--- config.mk ---
export PLATFORM = sky130hd
export DESIGN_NAME = serial_pll_divider_programmer
export DESIGN_NICKNAME = d
export VERILOG_FILES = /design/src/design/pin_sync_edge.v /design/src/design/prog_down_counter.v /design/src/design/serial_pll_divider_programmer.v
export VERILOG_INCLUDE_DIRS = /design/src /design/src/design
export SDC_FILE = /design/constraint.sdc
export NUM_CORES = 1
export LEC_CHECK = 0
export ABC_AREA = 1
export BUFFER_PORTS_ARGS = -buffer_cell sky130_fd_sc_hd__buf_2
export CAP_MARGIN = 20
export CORE_MARGIN = 5
export CORE_UTILIZATION = 52
export CTS_CLUSTER_DIAMETER = 30
export CTS_CLUSTER_SIZE = 12
export DETAILED_ROUTE_END_ITERATION = 10
export GPL_TIMING_DRIVEN = 0
export PLACE_DENSITY = 0.76
export SYNTH_ARGS = -nofsm -noshare
export SYNTH_HDL_FRONTEND = slang
export SYNTH_HIERARCHICAL = 1
export SYNTH_SLANG_ARGS = --single-unit
--- constraint.sdc ---
create_clock -name CLK_I -period 2.04 [get_ports CLK_I]
set_clock_uncertainty 0.05 [all_clocks]
set_input_delay 0.204 -clock CLK_I [delete_from_list [all_inputs] [get_ports CLK_I]]
set_output_delay 0.204 -clock CLK_I [all_outputs]
set_load 0.01 [all_outputs]
--- src/design/pll_prog_consts.vh ---
// Constants of the serial divider programmer and its register map
// Assumes inclusion by bare name from files under design/
`ifndef PLL_PROG_CONSTS_VH
`define PLL_PROG_CONSTS_VH

// Field widths
`define REF_W        14
`define DIV_W        17
`define SWAL_W       7
`define MAIN_W       10
`define SHIFT_W      18
`define DATA_W       32
`define ADR_W        5
`define SEL_W        4

// Field positions inside the shift register
`define CTL_BIT      0
`define REF_LSB      1
`define REF_MSB      14
`define DIV_LSB      1
`define DIV_MSB      17

// Field positions inside the divider latch
`define SWAL_LSB     0
`define SWAL_MSB     6
`define MAIN_LSB     7
`define MAIN_MSB     16

// Register byte offsets
`define OFF_CTRL     5'h00
`define OFF_STATUS   5'h04
`define OFF_REFLAT   5'h08
`define OFF_DIVLAT   5'h0C
`define OFF_SHIFT    5'h10

// Control and status bit positions
`define CTRL_RUN     0
`define ST_LOCK      0
`define ST_UP        1
`define ST_DOWN      2
`define ST_MOD       3
`define ST_CTL       4
`define ST_W         5

// Reset values
`define CTRL_RST     1'h1
`define REF_RST      14'h0000
`define DIV_RST      17'h00000
`define SHIFT_RST    18'h00000

// Input synchroniser lanes
`define PIN_N        4
`define PIN_SCLK     0
`define PIN_SDAT     1
`define PIN_XTAL     2
`define PIN_FB       3

`endif

--- src/design/pin_sync_edge.v ---
// Two-stage synchronisers with rise and fall detection for several pins
// Assumes asynchronous pin inputs and a single system clock
`timescale 1ns/100ps
`default_nettype none
module pin_sync_edge #(
   parameter W = 4
) (
   // System
   input  wire         clk_i,
   input  wire         rst_i,
   input  wire         ce_i,
   // Pins
   input  wire [W-1:0] pin_i,
   // Synchronised view
   output wire [W-1:0] level_o,
   output wire [W-1:0] rise_o,
   output wire [W-1:0] fall_o
);
   genvar g;
   generate
      for (g = 0; g < W; g = g + 1) begin : lane
         reg meta;
         reg sync;
         reg last;
         always @(posedge clk_i) begin
            if (rst_i) begin
               meta <= 1'b0;
               sync <= 1'b0;
               last <= 1'b0;
            end else if (ce_i) begin
               meta <= pin_i[g];
               sync <= meta;
               last <= sync;
            end
         end
         assign level_o[g] = sync;
         assign rise_o[g]  = sync & ~last;
         assign fall_o[g]  = ~sync & last;
      end
   endgenerate
endmodule
`default_nettype wire

--- src/design/prog_down_counter.v ---
// Loadable down counter stepped by a tick, with last-count flags
// Assumes tick and reload come from logic on the same clock
`timescale 1ns/100ps
`default_nettype none
module prog_down_counter #(
   parameter W = 10
) (
   // System
   input  wire         clk_i,
   input  wire         rst_i,
   input  wire         ce_i,
   // Control
   input  wire         tick_i,
   input  wire         reload_i,
   input  wire [W-1:0] value_i,
   // State
   output reg  [W-1:0] count_o,
   output wire         last_o,
   output wire         zero_o
);
   localparam [W-1:0] ONE  = {{(W-1){1'b0}}, 1'b1};
   localparam [W-1:0] NONE = {W{1'b0}};

   assign last_o = (count_o <= ONE);
   assign zero_o = (count_o == NONE);

   always @(posedge clk_i) begin
      if (rst_i) begin
         count_o <= NONE;
      end else if (ce_i && tick_i) begin
         if (reload_i) begin
            count_o <= value_i;
         end else if (!zero_o) begin
            count_o <= count_o - ONE;
         end
      end
   end
endmodule
`default_nettype wire

--- src/design/serial_pll_divider_programmer.v ---
// Serial divider programmer, counters, modulus control and phase compare
// Assumes a classic Wishbone master and pins from outside the clock domain
//
// Function
// - Shift one data bit per serial clock rise
// - Control high: reference latch; low: divider latch
// - Strobe high transfers shift data into latch
// - Reference word: 14 data bits, control high
// - Divider word: 7 swallow, 10 main, control low
// - Swallow factor binary 0 to 127
// - Modulus output changes on feedback falling edge
// - Modulus high selects base, low selects plus one
// - Lock high when aligned, else low pulses
// - Reference divided output shows reference divider
// - Reference tap passes the oscillator frequency
// - Feedback divided output shows feedback divider
`include "pll_prog_consts.vh"
`timescale 1ns/100ps
`default_nettype none
module serial_pll_divider_programmer (
   // System
   input  wire                  CLK_I,
   input  wire                  RST_I,
   input  wire                  CE_I,
   // Wishbone slave
   input  wire [`ADR_W-1:0]     ADR_I,
   input  wire [`DATA_W-1:0]    DAT_I,
   output reg  [`DATA_W-1:0]    DAT_O,
   input  wire [`SEL_W-1:0]     SEL_I,
   input  wire                  WE_I,
   input  wire                  CYC_I,
   input  wire                  STB_I,
   output reg                   ACK_O,
   // Serial programming pins
   input  wire                  SER_CLOCK_I,
   input  wire                  SER_DATA_I,
   input  wire                  LATCH_LOAD_STROBE_I,
   // Frequency inputs
   input  wire                  CRYSTAL_INPUT_I,
   input  wire                  FEEDBACK_IN_I,
   // Prescaler and monitor outputs
   output reg                   MOD_CONTROL_O,
   output reg                   REF_DIVIDED_OUT_O,
   output reg                   FEEDBACK_DIVIDED_OUT_O,
   output reg                   REFERENCE_CLOCK_TAP_O,
   output reg                   LOCK_DETECT_O,
   output reg                   PHASE_UP_O,
   output reg                   PHASE_DOWN_O
);

   // Address decode shared by the read and write paths
   function addr_hit;
      input [`ADR_W-1:0] adr;
      input [`ADR_W-1:0] off;
      begin
         addr_hit = (adr == off);
      end
   endfunction

   // Synchronised pins
   wire [`PIN_N-1:0]   pin_raw;
   wire [`PIN_N-1:0]   pin_level;
   wire [`PIN_N-1:0]   pin_rise;
   wire [`PIN_N-1:0]   pin_fall;
   reg                 strobe_meta;
   reg                 strobe_sync;

   // Programming state
   reg  [`SHIFT_W-1:0] shift_reg;
   reg  [`REF_W-1:0]   ref_latch;
   reg  [`DIV_W-1:0]   div_latch;
   reg                 run;

   // Counter wiring
   wire [`REF_W-1:0]   ref_count;
   wire                ref_last;
   wire [`MAIN_W-1:0]  main_count;
   wire                main_last;
   wire [`SWAL_W-1:0]  swal_count;
   wire                swal_last;
   wire                swal_zero;
   wire [`SWAL_W-1:0]  swal_value;
   wire [`MAIN_W-1:0]  main_value;
   wire                xtal_tick;
   wire                fb_tick;
   wire                ref_event;
   wire                fb_event;
   reg                 next_mod;

   // Bus wiring
   wire                bus_req;
   wire                bus_wr;
   wire [`ST_W-1:0]    status;
   reg  [`DATA_W-1:0]  next_dat;

   assign pin_raw[`PIN_SCLK] = SER_CLOCK_I;
   assign pin_raw[`PIN_SDAT] = SER_DATA_I;
   assign pin_raw[`PIN_XTAL] = CRYSTAL_INPUT_I;
   assign pin_raw[`PIN_FB]   = FEEDBACK_IN_I;

   pin_sync_edge #(
      .W (`PIN_N)
   ) u_sync (
      .clk_i   (CLK_I),
      .rst_i   (RST_I),
      .ce_i    (CE_I),
      .pin_i   (pin_raw),
      .level_o (pin_level),
      .rise_o  (pin_rise),
      .fall_o  (pin_fall)
   );

   // Load strobe synchroniser, reset high as the pin idles pulled up
   always @(posedge CLK_I) begin
      if (RST_I) begin
         strobe_meta <= 1'b1;
         strobe_sync <= 1'b1;
      end else if (CE_I) begin
         strobe_meta <= LATCH_LOAD_STROBE_I;
         strobe_sync <= strobe_meta;
      end
   end

   // Serial shift register; the control bit ends up in the lowest place
   always @(posedge CLK_I) begin
      if (RST_I) begin
         shift_reg <= `SHIFT_RST;
      end else if (CE_I && pin_rise[`PIN_SCLK]) begin
         shift_reg <= {shift_reg[`SHIFT_W-2:0], pin_level[`PIN_SDAT]};
      end
   end

   // Latch transfer while the strobe stays high
   always @(posedge CLK_I) begin
      if (RST_I) begin
         ref_latch <= `REF_RST;
         div_latch <= `DIV_RST;
      end else if (CE_I && strobe_sync) begin
         if (shift_reg[`CTL_BIT]) begin
            ref_latch <= shift_reg[`REF_MSB:`REF_LSB];
         end else begin
            div_latch <= shift_reg[`DIV_MSB:`DIV_LSB];
         end
      end
   end

   // Split of the divider latch into its two factors
   assign swal_value = div_latch[`SWAL_MSB:`SWAL_LSB];
   assign main_value = div_latch[`MAIN_MSB:`MAIN_LSB];

   // Counters step only while running
   assign xtal_tick = run & pin_rise[`PIN_XTAL];
   assign fb_tick   = run & pin_fall[`PIN_FB];
   assign ref_event = xtal_tick & ref_last;
   assign fb_event  = fb_tick & main_last;

   prog_down_counter #(
      .W (`REF_W)
   ) u_ref_cnt (
      .clk_i    (CLK_I),
      .rst_i    (RST_I),
      .ce_i     (CE_I),
      .tick_i   (xtal_tick),
      .reload_i (ref_last),
      .value_i  (ref_latch),
      .count_o  (ref_count),
      .last_o   (ref_last),
      .zero_o   ()
   );

   prog_down_counter #(
      .W (`MAIN_W)
   ) u_main_cnt (
      .clk_i    (CLK_I),
      .rst_i    (RST_I),
      .ce_i     (CE_I),
      .tick_i   (fb_tick),
      .reload_i (main_last),
      .value_i  (main_value),
      .count_o  (main_count),
      .last_o   (main_last),
      .zero_o   ()
   );

   prog_down_counter #(
      .W (`SWAL_W)
   ) u_swal_cnt (
      .clk_i    (CLK_I),
      .rst_i    (RST_I),
      .ce_i     (CE_I),
      .tick_i   (fb_tick),
      .reload_i (main_last),
      .value_i  (swal_value),
      .count_o  (swal_count),
      .last_o   (swal_last),
      .zero_o   (swal_zero)
   );

   // Modulus for the prescaler output that follows this edge
   always @* begin
      if (main_last) begin
         next_mod = (swal_value == {`SWAL_W{1'b0}});
      end else begin
         next_mod = swal_last | swal_zero;
      end
   end

   // Modulus control moves on a feedback falling edge while running, and is forced high while stopped
   always @(posedge CLK_I) begin
      if (RST_I) begin
         MOD_CONTROL_O <= 1'b1;
      end else if (CE_I) begin
         if (!run) begin
            MOD_CONTROL_O <= 1'b1;
         end else if (fb_tick) begin
            MOD_CONTROL_O <= next_mod;
         end
      end
   end

   // Divided monitors and reference tap
   always @(posedge CLK_I) begin
      if (RST_I) begin
         REF_DIVIDED_OUT_O      <= 1'b0;
         FEEDBACK_DIVIDED_OUT_O <= 1'b0;
         REFERENCE_CLOCK_TAP_O  <= 1'b0;
      end else if (CE_I) begin
         REF_DIVIDED_OUT_O      <= run & ref_last;
         FEEDBACK_DIVIDED_OUT_O <= run & main_last;
         REFERENCE_CLOCK_TAP_O  <= pin_level[`PIN_XTAL];
      end
   end

   // Phase-frequency comparator; a lone new event wins over the mutual clear, coincident events clear both
   always @(posedge CLK_I) begin
      if (RST_I) begin
         PHASE_UP_O   <= 1'b0;
         PHASE_DOWN_O <= 1'b0;
      end else if (CE_I) begin
         if (!run) begin
            PHASE_UP_O   <= 1'b0;
            PHASE_DOWN_O <= 1'b0;
         end else if (ref_event && fb_event) begin
            PHASE_UP_O   <= 1'b0;
            PHASE_DOWN_O <= 1'b0;
         end else if (PHASE_UP_O && PHASE_DOWN_O) begin
            PHASE_UP_O   <= ref_event;
            PHASE_DOWN_O <= fb_event;
         end else begin
            PHASE_UP_O   <= PHASE_UP_O | ref_event;
            PHASE_DOWN_O <= PHASE_DOWN_O | fb_event;
         end
      end
   end

   // Lock output drops while either correction is active
   always @(posedge CLK_I) begin
      if (RST_I) begin
         LOCK_DETECT_O <= 1'b1;
      end else if (CE_I) begin
         LOCK_DETECT_O <= ~(PHASE_UP_O | PHASE_DOWN_O);
      end
   end

   // Wishbone slave, one wait state per access
   assign bus_req = CYC_I & STB_I & ~ACK_O;
   assign bus_wr  = bus_req & WE_I;
   assign status  = {shift_reg[`CTL_BIT], MOD_CONTROL_O, PHASE_DOWN_O,
                     PHASE_UP_O, LOCK_DETECT_O};

   always @(posedge CLK_I) begin
      if (RST_I) begin
         run <= `CTRL_RST;
      end else if (CE_I && bus_wr && SEL_I[0] &&
                   addr_hit(ADR_I, `OFF_CTRL)) begin
         run <= DAT_I[`CTRL_RUN];
      end
   end

   always @* begin
      next_dat = {`DATA_W{1'b0}};
      if (addr_hit(ADR_I, `OFF_CTRL)) begin
         next_dat[`CTRL_RUN] = run;
      end else if (addr_hit(ADR_I, `OFF_STATUS)) begin
         next_dat[`ST_W-1:0] = status;
      end else if (addr_hit(ADR_I, `OFF_REFLAT)) begin
         next_dat[`REF_W-1:0] = ref_latch;
      end else if (addr_hit(ADR_I, `OFF_DIVLAT)) begin
         next_dat[`DIV_W-1:0] = div_latch;
      end else if (addr_hit(ADR_I, `OFF_SHIFT)) begin
         next_dat[`SHIFT_W-1:0] = shift_reg;
      end
   end

   always @(posedge CLK_I) begin
      if (RST_I) begin
         ACK_O <= 1'b0;
         DAT_O <= {`DATA_W{1'b0}};
      end else if (CE_I) begin
         ACK_O <= bus_req;
         if (bus_req && !WE_I) begin
            DAT_O <= next_dat;
         end
      end
   end

endmodule
`default_nettype wire

======== After elaboration in Yosys (flattened, before gate mapping) ========
Index checks and enable logic that the tools add are counted.
operators by class
  multiply operators ...................... 0
  magnitude comparators ................... 3
  reductions and logical operators ........ 23
  bitwise logic cells ..................... 22
  div/mod/pow operators ................... 0
  shift-type cells ........................ 0
  $add $sub $neg .......................... 3
  eq/ne operators ......................... 8
  multiplexer cells ....................... 28
operators by type and width
  operator                                                                 count
  18-bit 2-to-1 mux                                                        5
  14-bit 2-to-1 mux                                                        3
  17-bit 2-to-1 mux                                                        2
  10-bit 2-to-1 mux                                                        2
  14-bit by 1-bit <= comparator with 1-bit output (second input constant)  1
  14-bit logical NOT                                                       1
  7-bit logical NOT                                                        2
  7-bit 2-to-1 mux                                                         2
  2-bit AND reduction                                                      7
  14-bit by 1-bit subtractor with 14-bit output (second input constant)    1
  13-bit 2-to-1 mux                                                        1
  1-bit AND                                                                12
  1-bit 2-to-1 mux                                                         11
  5-bit by 4-bit equality test with 1-bit output (second input constant)   2
  10-bit by 1-bit <= comparator with 1-bit output (second input constant)  1
  1-bit logical AND                                                        10
  10-bit logical NOT                                                       1
  10-bit by 1-bit subtractor with 10-bit output (second input constant)    1
  7-bit by 1-bit <= comparator with 1-bit output (second input constant)   1
  7-bit by 1-bit subtractor with 7-bit output (second input constant)      1
  2-bit inequality test (second input constant)                            3
  1-bit inverter                                                           6
  5-bit by 3-bit equality test with 1-bit output (second input constant)   1
  5-bit equality test (second input constant)                              1
  other kinds (6)                                                          9
word-level totals
  latch bits .............................. 0
  memories kept ........................... 0
  memory bits (writable) .................. 0
  bits of input ports ..................... 52
  flip-flop bits (word level) ............. 119
  output and inout bits ................... 40
  memory bits (read-only) ................. 0
  logic and storage cells ................. 115

======== Depth between registers and ports, before layout ========
  word-level depth ........................ 10
  depth in mapped cells ................... 12
  gate-level depth less buffers ........... 12

======== By module ========
Netlist, hierarchy kept.
by module, submodules not included
  module                           area each (µm²)  instances  cells each
  serial_pll_divider_programmer    3527.1           1          478
  prog_down_counter at u_ref_cnt   1137.3           1          203
  prog_down_counter at u_main_cnt  743.2            1          123
  pin_sync_edge                    571.8            1          92
  prog_down_counter at u_swal_cnt  551.8            1          89

======== Worst setup path after synthesis ========
No wires, ideal clock.
  path kind ............................... register -> register
  from .................................... reg u_ref_cnt.count_o[0]
  to ...................................... reg u_ref_cnt.count_o[4]
  slack ................................... -0.104 ns
  data required time ...................... 1.877 ns
  cell stages (with the launch flop) ...... 11
  data arrival time ....................... 1.981 ns
  path through ............................ dfxtp_1 > inv_1 > ha_1 > o21ai_0 > nor3_1 > inv_1 > nand3_4 > nand2_8 > buf_12 > nor2_1 > nor2_1
on the way
  word-level cells in the longest chain between the ends .. 3
  elaborated cells between the ends (all ways) .. 7
  classes of those cells .................. add/sub (1); order compare (1); eq/ne (1); mux (2); reduce/logical (2)
ends and longest elaborated chain
  item                                                 line                                RTL
  start, declared                                      prog_down_counter.v:17              output reg [W-1:0] count_o,
  start signal, assigned                               prog_down_counter.v:32              count_o <= value_i;
  start signal, assigned                               prog_down_counter.v:34              count_o <= count_o - ONE;
  14-bit by 1-bit <= comparator with 1-bit output (*)  prog_down_counter.v:24              assign last_o = (count_o <= ONE);
  named net ref_last                                   serial_pll_divider_programmer.v:76  wire ref_last;
  2-bit inequality test (no source line)               n/a
  2-bit AND reduction (no source line)                 n/a
Mark *: on every way through the listed nets, which the timed path passes. The rest lies on a longest branch. The select of a mux whose other input is x is not followed.
A chain may end at the register's enable or synchronous reset.

======== Worst setup path in the final report ========
  from .................................... reg u_main_cnt.count_o[0]
  to ...................................... reg u_swal_cnt.count_o[5]
on the way
  word-level cells in the longest chain between the ends .. 3
  elaborated cells between the ends (all ways) .. 4
  classes of those cells .................. order compare (1); eq/ne (1); mux (1); reduce/logical (1)
ends and longest elaborated chain
  item                                                 line                                RTL
  start, declared                                      prog_down_counter.v:17
  start signal, assigned                               prog_down_counter.v:32
  start signal, assigned                               prog_down_counter.v:34
  10-bit by 1-bit <= comparator with 1-bit output (*)  prog_down_counter.v:24
  named net main_last                                  serial_pll_divider_programmer.v:78  wire main_last;
  2-bit inequality test (no source line)               n/a
  2-bit AND reduction (no source line)                 n/a
  end signal, assigned                                 prog_down_counter.v:32
  end signal, assigned                                 prog_down_counter.v:34
  end, declared                                        prog_down_counter.v:17
Mark *: on every way through the listed nets, which the timed path passes. The rest lies on a longest branch.

==> impl_metrics.yaml <==
route:
  drc_errors: 0
  firstDrtPassIters: 6
  antenna_left: 0
  drt-total-wl_um: 16730
  first_iter_violations: 536
  routedWlPerCell_um: 13.63
  vias: 6314
  via_per_inst: 5.146
final_layout:
  num-fill-cells: 1112
  register_area_um2: 2404
  multiInputGateArea_um2: 3443
  antennaDiodeCount: 0
  drive_above_1_share_pct: 17.09
  area_growth_pct: 18.75
  layout.nets: 1106
placement:
  hpwlAfterDp_um: 12290
  gp_congestion: 0.8986
  io_buffers: 42
floorplan:
  die_h_um: 121.2
  ios: 92
  fp.dieW_um: 121.2
  rows: 40
  core_um2: 12060
  initial_core_util_pct: 53.34
  die-area_um2: 14700
synthesis:
  ys.warnings.count: 6
  synthCells: 966
  netlist_area_um2: 6434
  avgSynthCellArea_um2: 6.660
global_routing:
  antenna_found_initial: 0
  grt_overflow: 0
  top_usage_layer: "met2"
  first_global_vias: 5771
  grt_max_degree: 17
  use_met3_pct: 5.268
  grt_use_met1_pct: 29.94
  grt_pass1_wl_um: 27770
  use_met2_pct: 39.35
  grtUsageTotal_pct: 23.68
setup_path:
  rr_worst_depth: 10
  worstSetupStartpointType: "flop"
  regToRegEndpoint: "u_swal_cnt/count_o[5]$_SDFFE_PP0P_"
  path_max_fanout: 10
  reg2reg_from: "u_main_cnt/count_o[0]$_SDFFE_PP0P_"
  critPathArrivalTime_ps: 2220
  worstSetupPathType: "flop to flop"
  critical_path_required_ps: 2340
  r2r_slack_ps: 110
  crit_path_end_kind: "flop"
pwr:
  leakagePower_uw: 0.003456
  p_clk_share_pct: 41.1
  internal_power_uw: 5006
  power_density_nw_per_um2: 946.6
  power_frac_comb_pct: 23.3
  fin_total_pwr_uw: 7232
  vdd_drop_max_mv: 0.6534
  p_sw_uw: 2225
  swShare_pct: 30.77
  seq_power_share_pct: 35.7
cts:
  clk_pin_slew_worst_paths_ps: 50
  cts_made_buffers: 17
  cts_tree: "built"
  htreeDepth: 4
  cts_buffer_depth: 2
  numClockSinks: 120
  clk_latency_ps: 420
  clockRootBuffer: "clkbuf_16"
hold_path:
  min-delay-start: "FEEDBACK_IN_I"
  hold_end: "u_sync/lane[3].meta$_SDFFE_PP0P_"
  min_path_type: "primary input to flop"
  min_path_cells: 5
sta:
  setup_violations: 0
  slew_headroom_pct: 61.05
  tns_ps: 0
  hold_viol_final: 0
  slew_viol_final: 0
  tightest_slew_ps: 584.2
  timing.final.crit_share_pct: 94.49
  fmax_ghz: 0.5188
  rsz0062_at_grt: "false"
  period_minus_slack_ps: 1928
outcome:
  outcome: "completed"
flow_run:
  drv_cap: 0
==> cells in the final DEF, fill, tap and decap left out, types with 4 or more instances in the layout <==
cell,count
conb_1,14
a21oi_2,6
buf_4,25
o21ai_1,9
nand3_1,72
buf_2,53
ha_1,5
clkbuf_16,17
clkinv_2,6
o21ai_0,59
o211ai_1,4
a21oi_1,67
inv_2,11
nand4_1,33
nand2_1,231
nand2_2,7
nand2_4,4
buf_6,7
dfxtp_1,119
nor2_2,9
inv_1,79
clkbuf_1,18
nor2_1,152
nor2_4,9
==> per-layer routing <==
| metal | routed length [um] | vias up |
|---|---|---|
| li1 | - | 3255 |
| met1 | 7454 | 2858 |
| met2 | 8077 | 160 |
| met3 | 780 | 41 |
| met4 | 416 | 0 |
| met5 | 0 | - |
==> critical path: stages, from the launching register on <==
cell and delay [ps]:
dfxtp_2 340, inv_2 100, ha_4 160, nand2_4 80, a211oi_4 290, buf_6 150
buf_6 130, inv_4 70, a21oi_4 260, nand2_1 90, a21oi_1 130
==> power groups by stage <==
stage                     Clock [uW]  Combinational, uW  Sequential (uW)
after CTS                       2990               1630             2570
after floorplan                    0               1220             2590
final                           2970               1680             2580
after global placement             0               1510             2620
after global routing            3120               1900             2590
after detailed placement           0               1530             2620
==> worst max-delay path by stage <==
| stage | slack (ps) | start | depth (start not counted) | endpoint |
|---|---|---|---|---|
| 3_3_place_gp | -480 | u_ref_cnt/count_o[1]$_SDFFE_PP0P_ | 10 | u_ref_cnt/count_o[0]$_SDFFE_PP0P_ |
| 4_1_cts | 2 | u_ref_cnt/count_o[0]$_SDFFE_PP0P_ | 11 | u_ref_cnt/count_o[4]$_SDFFE_PP0P_ |
| 2_1_floorplan | 60 | u_ref_cnt/count_o[0]$_SDFFE_PP0P_ | 10 | u_ref_cnt/count_o[4]$_SDFFE_PP0P_ |
| 5_1_grt | 5 | u_main_cnt/count_o[0]$_SDFFE_PP0P_ | 10 | u_main_cnt/count_o[0]$_SDFFE_PP0P_ |
| 3_5_place_dp | -500 | u_ref_cnt/count_o[1]$_SDFFE_PP0P_ | 11 | u_ref_cnt/count_o[9]$_SDFFE_PP0P_ |
| 6_report | 110 | u_main_cnt/count_o[0]$_SDFFE_PP0P_ | 10 | u_swal_cnt/count_o[5]$_SDFFE_PP0P_ |
==> cell type report <==
class                           instances  share of cell area, %
Clock buffer                           21                  5.896
Buffer                                 59                  4.962
Timing Repair Buffer                   49                  3.554
Multi-Input combinational cell        707                  45.07
Tap cell                              168                  2.751
Clock inverter                         10                  1.670
Inverter                               93                  4.635
Sequential cell                       120                  31.46
==> metrics by stage <==
| step | std cells | util (%) | hold WS [ps] | instance area [um2] | worst slack, ps |
|---|---|---|---|---|---|
| finish | 1227 | 63.34 | 23.63 | 7640 | 112.4 |
| global route | 1227 | 63.34 | 53.41 | 7640 | 4.752 |
| CTS | 1225 | 62.77 | 20.66 | 7571 | 2.271 |
| detailed placement | 1189 | 57.31 | 377.0 | 6913 | -500.9 |
| global placement | 1189 | 57.31 | 369.9 | 6913 | -475.1 |
| floorplan | 979 | - | 223.1 | 6492 | 57.13 |
==> repair_timing <==
action                                 CTS  global route
buffers inserted                         3             2
resized for setup                       11            17
endpoints found under the hold margin    2             0
hold buffers                             2             0
pin swaps                                3             3
setup endpoints to repair               34            28
Power figures use the tool's default switching activity.
